`config.mk`:
```
export PLATFORM = sky130hd
export DESIGN_NAME = evt_timer
export DESIGN_NICKNAME = d
export VERILOG_FILES = /design/src/evt_pkg.sv /design/src/evt_timer.sv
export SDC_FILE = /design/constraint.sdc
export NUM_CORES = 1
export LEC_CHECK = 0
export ABC_AREA = 0
export BUFFER_PORTS_ARGS = -buffer_cell sky130_fd_sc_hd__buf_4
export CORE_UTILIZATION = 35
export DETAILED_ROUTE_END_ITERATION = 7
export GPL_TIMING_DRIVEN = 0
export PLACE_DENSITY_LB_ADDON = 0.05
export SLEW_MARGIN = 20
export SYNTH_ARGS = -nofsm -noshare
export SYNTH_HDL_FRONTEND = slang
export SYNTH_SLANG_ARGS = --single-unit
```
`constraint.sdc`:
```
create_clock -name clk_i -period 5.17 [get_ports clk_i]
set_input_delay 0.2585 -clock clk_i [delete_from_list [all_inputs] [get_ports clk_i]]
set_output_delay 0.2585 -clock clk_i [all_outputs]
set_load 0.01 [all_outputs]
```
`src/evt_pkg.sv`:
```
// package for the event timer: register map, field positions, reset values
// assumes a 32-bit apb master; printed offsets are word indices
package evt_pkg;
    // ----------------------------------------
    // register indices and apb address width
    // ----------------------------------------
    localparam logic [7:0] IDX_RELOAD_VALUE = 8'hcd;
    localparam logic [7:0] IDX_BASE_MODE = 8'hd8;
    localparam logic [7:0] IDX_MODE_CONTROL = 8'hda;
    localparam logic [7:0] IDX_COUNT = 8'hdb;
    localparam logic [7:0] IDX_IRQ_STATUS = 8'he0;
    localparam logic [7:0] IDX_IRQ_CLEAR = 8'he1;
    localparam logic [7:0] IDX_IRQ_ENABLE = 8'he2;
    localparam int ADDR_W = 10;
    // ----------------------------------------
    // mode control fields
    // ----------------------------------------
    localparam int MC_RUN_BIT = 7;
    localparam int MC_RATE_HI = 6;
    localparam int MC_RATE_LO = 4;
    localparam int MC_SRC_BIT = 3;
    localparam int MC_ALOAD_BIT = 2;
    localparam int MC_TOG_BIT = 1;
    localparam int MC_PWM_BIT = 0;
    // ----------------------------------------
    // base mode fields
    // ----------------------------------------
    localparam int BM_OVR_BIT = 2;
    localparam int BM_DIV_BIT = 1;
    localparam logic [7:0] BM_WR_MASK = 8'hfe;
    // ----------------------------------------
    // interrupt status bits
    // ----------------------------------------
    localparam int IRQ_W = 2;
    localparam int IRQ_OVF_BIT = 0;
    localparam int IRQ_EDGE_BIT = 1;
    // ----------------------------------------
    // reset values and boundaries
    // ----------------------------------------
    localparam logic [7:0] RST_REG = 8'h00;
    localparam logic [7:0] TOP_256 = 8'hff;
    localparam logic [7:0] TOP_64 = 8'h3f;
    localparam logic [7:0] TOP_32 = 8'h1f;
    localparam logic [7:0] TOP_16 = 8'h0f;
    localparam logic [7:0] PRE_FULL = 8'hff;
    localparam logic [7:0] COUNT_ONE = 8'h01;
endpackage : evt_pkg

```
`src/evt_timer.sv`:
```
// event timer with double-buffered reload, buzzer toggle and pwm output
// assumes apb master on clk_i, event pin asynchronous (two-flop synchronized), fast osc tick synchronous
`timescale 1ns/10ps
module evt_timer
    import evt_pkg::*;
(
    // clock and reset
    input wire logic clk_i,
    input wire logic reset_n_i,
    // apb slave
    input wire logic psel_i,
    input wire logic penable_i,
    input wire logic pwrite_i,
    input wire logic [ADDR_W-1:0] paddr_i,
    input wire logic [31:0] pwdata_i,
    output logic [31:0] prdata_o,
    output logic pready_o,
    output logic pslverr_o,
    // clock sources
    input wire logic fast_osc_tick_i,
    input wire logic external_event_input_i,
    // requests
    output logic overflow_request_o,
    output logic edge_pin_request_o,
    output logic irq_o,
    // shared pin
    output logic toggle_pin_o,
    output logic toggle_pin_oe_o
);

    // ----------------------------------------
    // decode helpers
    // ----------------------------------------
    function automatic logic [7:0] boundary_top(input logic pwm, input logic [1:0] sel);
        logic [7:0] top;
        top = TOP_256;
        if (pwm)
        begin
            case (sel)
                2'b01: top = TOP_64;
                2'b10: top = TOP_32;
                2'b11: top = TOP_16;
                default: top = TOP_256;
            endcase
        end
        return top;
    endfunction : boundary_top

    function automatic logic hit(input logic [ADDR_W-1:0] a, input logic [7:0] idx);
        return a == {idx, 2'b00};
    endfunction : hit

    // ----------------------------------------
    // registers
    // ----------------------------------------
    logic [7:0] mode_ff;
    logic [7:0] base_ff;
    logic [7:0] count_ff;
    logic [7:0] reload_buf_ff;
    logic [7:0] reload_act_ff;
    logic [IRQ_W-1:0] irq_stat_ff;
    logic [IRQ_W-1:0] irq_en_ff;
    logic [31:0] prdata_ff;
    logic err_ff;
    logic [7:0] pre_cnt_ff;
    logic hosc_half_ff;
    logic ev_sync1_ff;
    logic ev_sync2_ff;
    logic ev_prev_ff;
    logic toggle_ff;
    logic pin_ff;
    logic oe_ff;

    // ----------------------------------------
    // apb access
    // ----------------------------------------
    logic setup_ph;
    logic wr_acc;
    logic mapped;
    logic wr_mode;
    logic wr_base;
    logic wr_count;
    logic wr_reload;
    logic wr_clear;
    logic wr_enable;
    logic [31:0] nxt_prdata;

    assign setup_ph = psel_i && !penable_i;
    assign wr_acc = psel_i && penable_i && pwrite_i;
    assign mapped = hit(paddr_i, IDX_RELOAD_VALUE) || hit(paddr_i, IDX_BASE_MODE)
        || hit(paddr_i, IDX_MODE_CONTROL) || hit(paddr_i, IDX_COUNT)
        || hit(paddr_i, IDX_IRQ_STATUS) || hit(paddr_i, IDX_IRQ_CLEAR)
        || hit(paddr_i, IDX_IRQ_ENABLE);
    assign wr_mode = wr_acc && hit(paddr_i, IDX_MODE_CONTROL);
    assign wr_base = wr_acc && hit(paddr_i, IDX_BASE_MODE);
    assign wr_count = wr_acc && hit(paddr_i, IDX_COUNT);
    assign wr_reload = wr_acc && hit(paddr_i, IDX_RELOAD_VALUE);
    assign wr_clear = wr_acc && hit(paddr_i, IDX_IRQ_CLEAR);
    assign wr_enable = wr_acc && hit(paddr_i, IDX_IRQ_ENABLE);

    always_comb
    begin
        nxt_prdata = 32'h0000_0000;
        if (hit(paddr_i, IDX_BASE_MODE))
            nxt_prdata[7:0] = base_ff;
        else if (hit(paddr_i, IDX_MODE_CONTROL))
            nxt_prdata[7:0] = mode_ff;
        else if (hit(paddr_i, IDX_COUNT))
            nxt_prdata[7:0] = count_ff;
        else if (hit(paddr_i, IDX_IRQ_STATUS))
            nxt_prdata[IRQ_W-1:0] = irq_stat_ff;
        else if (hit(paddr_i, IDX_IRQ_ENABLE))
            nxt_prdata[IRQ_W-1:0] = irq_en_ff;
    end

    // read data and error captured in setup, answered in access
    always_ff @(posedge clk_i or negedge reset_n_i)
    begin
        if (!reset_n_i)
        begin
            prdata_ff <= 32'h0000_0000;
            err_ff <= 1'b0;
        end
        else if (setup_ph)
        begin
            prdata_ff <= nxt_prdata;
            err_ff <= !mapped;
        end
    end

    assign prdata_o = prdata_ff;
    assign pready_o = 1'b1;
    assign pslverr_o = psel_i && penable_i && err_ff;

    always_ff @(posedge clk_i or negedge reset_n_i)
    begin
        if (!reset_n_i)
        begin
            mode_ff <= RST_REG;
            base_ff <= RST_REG;
            irq_en_ff <= '0;
        end
        else
        begin
            if (wr_mode)
                mode_ff <= pwdata_i[7:0];
            if (wr_base)
                base_ff <= pwdata_i[7:0] & BM_WR_MASK;
            if (wr_enable)
                irq_en_ff <= pwdata_i[IRQ_W-1:0];
        end
    end

    // ----------------------------------------
    // mode decode
    // ----------------------------------------
    logic run_en;
    logic ext_sel;
    logic pwm_en;
    logic tog_en;
    logic aload_en;
    logic [2:0] rate;
    logic [7:0] top;

    assign run_en = mode_ff[MC_RUN_BIT];
    assign ext_sel = mode_ff[MC_SRC_BIT];
    assign pwm_en = mode_ff[MC_PWM_BIT];
    assign tog_en = mode_ff[MC_TOG_BIT];
    assign aload_en = mode_ff[MC_ALOAD_BIT];
    assign rate = mode_ff[MC_RATE_HI:MC_RATE_LO];
    assign top = boundary_top(pwm_en, {aload_en, tog_en});

    // ----------------------------------------
    // clock sources
    // ----------------------------------------
    logic fcpu_tick;
    logic hosc_tick;
    logic ev_fall;
    logic src_tick;

    always_ff @(posedge clk_i or negedge reset_n_i)
    begin
        if (!reset_n_i)
            pre_cnt_ff <= RST_REG;
        else
            pre_cnt_ff <= pre_cnt_ff + COUNT_ONE;
    end

    // divisor 256 >> rate
    assign fcpu_tick = (pre_cnt_ff & (PRE_FULL >> rate)) == (PRE_FULL >> rate);

    always_ff @(posedge clk_i or negedge reset_n_i)
    begin
        if (!reset_n_i)
            hosc_half_ff <= 1'b0;
        else if (fast_osc_tick_i)
            hosc_half_ff <= !hosc_half_ff;
    end

    assign hosc_tick = fast_osc_tick_i && (base_ff[BM_DIV_BIT] || hosc_half_ff);

    always_ff @(posedge clk_i or negedge reset_n_i)
    begin
        if (!reset_n_i)
        begin
            ev_sync1_ff <= 1'b1;
            ev_sync2_ff <= 1'b1;
            ev_prev_ff <= 1'b1;
        end
        else
        begin
            ev_sync1_ff <= external_event_input_i;
            ev_sync2_ff <= ev_sync1_ff;
            ev_prev_ff <= ev_sync2_ff;
        end
    end

    assign ev_fall = ev_prev_ff && !ev_sync2_ff;

    always_comb
    begin
        if (ext_sel)
            src_tick = ev_fall;
        else if (base_ff[BM_OVR_BIT])
            src_tick = hosc_tick;
        else
            src_tick = fcpu_tick;
    end

    // ----------------------------------------
    // counter and reload buffers
    // ----------------------------------------
    logic cnt_tick;
    logic ovf;

    assign cnt_tick = run_en && src_tick;
    assign ovf = cnt_tick && ((count_ff & top) == top);

    always_ff @(posedge clk_i or negedge reset_n_i)
    begin
        if (!reset_n_i)
            count_ff <= RST_REG;
        else if (wr_count)
            count_ff <= pwdata_i[7:0];
        else if (ovf && pwm_en)
            count_ff <= RST_REG;
        else if (ovf && aload_en)
            count_ff <= reload_act_ff;
        else if (cnt_tick)
            count_ff <= count_ff + COUNT_ONE;
    end

    always_ff @(posedge clk_i or negedge reset_n_i)
    begin
        if (!reset_n_i)
        begin
            reload_buf_ff <= RST_REG;
            reload_act_ff <= RST_REG;
        end
        else
        begin
            if (wr_reload)
                reload_buf_ff <= pwdata_i[7:0];
            if (ovf)
                reload_act_ff <= reload_buf_ff;
        end
    end

    // ----------------------------------------
    // interrupt flags, set wins over clear
    // ----------------------------------------
    logic [IRQ_W-1:0] set_vec;
    logic edge_req_set;

    assign edge_req_set = ev_fall && !ext_sel;
    assign set_vec = {edge_req_set, ovf};

    always_ff @(posedge clk_i or negedge reset_n_i)
    begin
        if (!reset_n_i)
            irq_stat_ff <= '0;
        else
        begin
            for (int i = 0; i < IRQ_W; i++)
            begin
                if (set_vec[i])
                    irq_stat_ff[i] <= 1'b1;
                else if (wr_clear && pwdata_i[i])
                    irq_stat_ff[i] <= 1'b0;
            end
            if (ext_sel)
                irq_stat_ff[IRQ_EDGE_BIT] <= 1'b0;
        end
    end

    assign overflow_request_o = irq_stat_ff[IRQ_OVF_BIT];
    assign edge_pin_request_o = irq_stat_ff[IRQ_EDGE_BIT];
    assign irq_o = |(irq_stat_ff & irq_en_ff);

    // ----------------------------------------
    // buzzer toggle and pwm pin
    // ----------------------------------------
    always_ff @(posedge clk_i or negedge reset_n_i)
    begin
        if (!reset_n_i)
            toggle_ff <= 1'b0;
        else if (ovf)
            toggle_ff <= !toggle_ff;
    end

    always_ff @(posedge clk_i or negedge reset_n_i)
    begin
        if (!reset_n_i)
        begin
            pin_ff <= 1'b0;
            oe_ff <= 1'b0;
        end
        else if (pwm_en)
        begin
            pin_ff <= (count_ff & top) < (reload_act_ff & top);
            oe_ff <= 1'b1;
        end
        else
        begin
            pin_ff <= tog_en && toggle_ff;
            oe_ff <= tog_en;
        end
    end

    assign toggle_pin_o = pin_ff;
    assign toggle_pin_oe_o = oe_ff;
endmodule : evt_timer

```
==> metrics.txt <==
worst slew pin tran=1.13 ns; P_int=901 uW; Clock Sinks=67; Core Footprint=0.00991 mm2; post-layout min period=2.31 ns; required time worst endpoint=5.41 ns; Initial Utilization=36.6%; clock skew=0.0102 ns; Cell Area, Placed=0.00415 mm2; drt wl/cell=14.9 um; Syn Inst Count=333; diodes inserted=0; CP max FO=10; total power after layout=1160 uW; io pins=88; Setup crit start kind=register; Worst Setup End Kind=register; Fin Setup TNS=0 ns; Vias/cell=4.67; TritonCTS Buffers=9; die width=104 um; maximum VDD drop=0.000125 V; asr flop ratio synth=100%; clock-pin slew on the worst setup and hold paths=0.08 ns; die area=0.0108 mm2; Synth Register Bits=67; CP Data Arrival Time=2.55 ns; register area=0.00168 mm2; RSZ-0062 raised after global routing=no; Max Cap Viol=0; status=finished, final reports clean; synth-to-layout area growth=21.6%; Static Leak=0.00212 uW; vias in the first global route=2509; area occupied by multi-input gates=0.00178 mm2; antenna violations before repair=0; final wirelength=8080 um; nets@finish=462; CP top delay family=simple AND/OR/NAND/NOR gates; port buffer count=36; Clock power frac=47.0%; first-pass GRT wire length=13600 um; Slowest Stage Delay on Critical Path=0.45 ns; DP Wirelength=5870 um; Cell Pwr Density=263 mW/mm2; Hold Path Class=in -> async; CP Cell Sequence=ha_1, nand3_1, a211oi_1, nand3_1, buf_2, nor2_1, a211oi_1, a221o_1; H-tree levels=3; fin. max-slew vios=0; post-CTS setup buffer count=0; buffer and inverter count on the worst path=1; global-route usage over all layers=16.5%; post-route ant nets=0; Switch Pwr=258 uW; post-synthesis average cell area=10.9 um2; initial drt markers=107; Crit-path slowest cell=dfrtp_1; CTS tree=built; final instance area=0.00441 mm2; Post-synth EDFFs=0; Setup CP Type=reg -> reg; number of fill cells=979; CTS Root Cell=clkbuf_8; Vias=2531; switch share=22.3%; Cell variety after synth=53; post-layout util=44.5%; Overflow after GRT=0; DR pass1 iterations=4; Clock Latency Late Sink=0.35 ns; sequential fraction of the synthesis area=46.4%; largest net degree at the start of global routing=68; DRC violations left=0; # rows=36; RD Place Congestion=0.802; Top FF cell, synth=dfrtp_1; Die Y=104 um; Mapped Area=0.00362 mm2; Synth warnings=0; combinational power share=6.6%; layout cells sized above 1=31.8%; clk buf depth=2; Max Freq=433 MHz; sequential power share=46.4%; final hold vios=0; period utilisation layout=44.7%; Slew HR=24.5%; Setup-failing EPs final=0
power groups by stage:
| stage | clock network [uW] | logic (uW) | registers (uW) |
|---|---|---|---|
| floorplan | 0 | 40.7 | 546 |
| finish | 545 | 76.6 | 538 |
| CTS | 561 | 77.3 | 538 |
| global route | 587 | 85.9 | 538 |
| detailed placement | 0 | 76.8 | 548 |
| global placement | 0 | 76.1 | 548 |
layout by cell type, fill, tap and decap left out, types with 9 or more instances in the layout:
master,instances
mux2_2,33
clkbuf_8,10
nand2_1,27
buf_4,62
ha_1,9
nand3_1,11
a21oi_1,14
conb_1,25
nor2_1,28
o21ai_0,15
dfrtp_1,64
worst register-to-register path, delay by kind of cell, from the launching register on:
family	cells	cell delay, ns
compound gates	3	0.58
fa+ha+maj	1	0.23
buf+inv	1	0.31
flops	1	0.45
simple gates	3	0.63
worst paths after layout:
path | to | slack (ns) | startpoint | cells after the start
max | count_ff[6]$_DFFE_PN0P_ | 2.86 | count_ff[0]$_DFFE_PN0P_ | 8
min | hosc_half_ff$_DFFE_PN0P_ | 0.01 | reset_n_i | 1
max reg2reg | count_ff[6]$_DFFE_PN0P_ | 2.86 | count_ff[0]$_DFFE_PN0P_ | 8
min reg2reg | ev_sync2_ff$_DFF_PN1_ | 0.36 | ev_sync1_ff$_DFF_PN1_ | 0
max in group asynchronous | reload_act_ff[4]$_DFFE_PN0N_ | 4.59 | reset_n_i | 1
min in group clk_i | hosc_half_ff$_DFFE_PN0P_ | 0.09 | fast_osc_tick_i | 2
sequential cells by signal, summed over array words and instances (netlist names):
name / flops
count_ff: 8
mode_ff: 8
prdata_o: 8
ev_sync2_ff: 1
reload_buf_ff: 8
pre_cnt_ff: 8
toggle_pin_o: 1
reload_act_ff: 8
err_ff: 1
irq_stat_ff: 2
irq_en_ff: 2
ev_sync1_ff: 1
base_ff: 7
hosc_half_ff: 1
toggle_ff: 1
ev_prev_ff: 1
toggle_pin_oe_o: 1
layer usage:
layer	vias up	global-route usage, %	routed length, um
met2	59	24.2	3560
met3	10	3.90	372
met5	-	0	0
met1	1187	23.8	4040
met4	0	5.51	108
li1	1275	-	-
what timing repair did:
item / in CTS / in global routing
hold buffers: 1 / 0
endpoints found under the hold margin: 1 / 0
resized for setup: 0 / 0
setup endpoints to repair: 0 / 0
metrics by stage:
stage / hold WS (ns) / instances / worst slack [ns]
2_1_floorplan: -0.0371 / 356 / 3.30
4_1_cts: 0.0516 / 542 / 2.83
5_1_grt: 0.0772 / 542 / 2.67
3_5_place_dp: 0.347 / 525 / 2.85
6_report: 0.0101 / 542 / 2.86
3_3_place_gp: 0.347 / 525 / 2.85
area by class of cell:
type                            count  area share, %
Clock inverter                      6           2.56
Buffer                             35           5.25
Tap cell                          133           3.78
Clock buffer                       10           3.12
Multi-Input combinational cell    250           40.4
Sequential cell                    67           38.1
Timing Repair Buffer               37           6.36
Inverter                            4          0.341
cell usage after synthesis, types with 2 or more instances:
master | instances | area share (%)
and3_1 | 5 | 0.86
dfrtp_1 | 64 | 44
a211oi_1 | 7 | 1.5
or2_2 | 2 | 0.35
nand3_1 | 11 | 1.5
conb_1 | 2 | 0.21
o21a_1 | 2 | 0.41
a22o_1 | 2 | 0.48
o21ai_0 | 15 | 2.1
nor2_1 | 28 | 2.9
dfstp_2 | 3 | 2.2
buf_2 | 2 | 0.28
o211a_1 | 2 | 0.55
mux2_1 | 2 | 0.62
mux2_2 | 33 | 10
a21oi_1 | 14 | 1.9
inv_1 | 4 | 0.41
a22oi_1 | 3 | 0.62
and2_1 | 6 | 1.0
mux2i_1 | 8 | 2.2
xor2_1 | 7 | 1.7
o21ai_2 | 2 | 0.48
nand2_1 | 27 | 2.8
ha_1 | 9 | 3.1
xnor2_1 | 7 | 1.7
nand2b_1 | 3 | 0.52
buf_4 | 26 | 5.4
buf_1 | 3 | 0.31
clkbuf_1 | 4 | 0.41
a221o_1 | 7 | 1.9
cell families (layout without fill, tap and decap cells):
| family | after synthesis | count (layout) | synth area share (%) |
|---|---|---|---|
| and+or+nand+nor | 97 | 97 | 14.8 |
| DFF | 67 | 67 | 46.4 |
| AOI/OAI and AO/OA | 62 | 62 | 12.2 |
| muxes | 43 | 43 | 13.1 |
| buffers and inverters | 39 | 92 | 6.80 |
| xor gates and xnor gates | 14 | 14 | 3.39 |
| adders and majority gates | 9 | 9 | 3.11 |
| other | 2 | 25 | 0.207 |
Note: power is estimated with default switching activity, not from simulation.
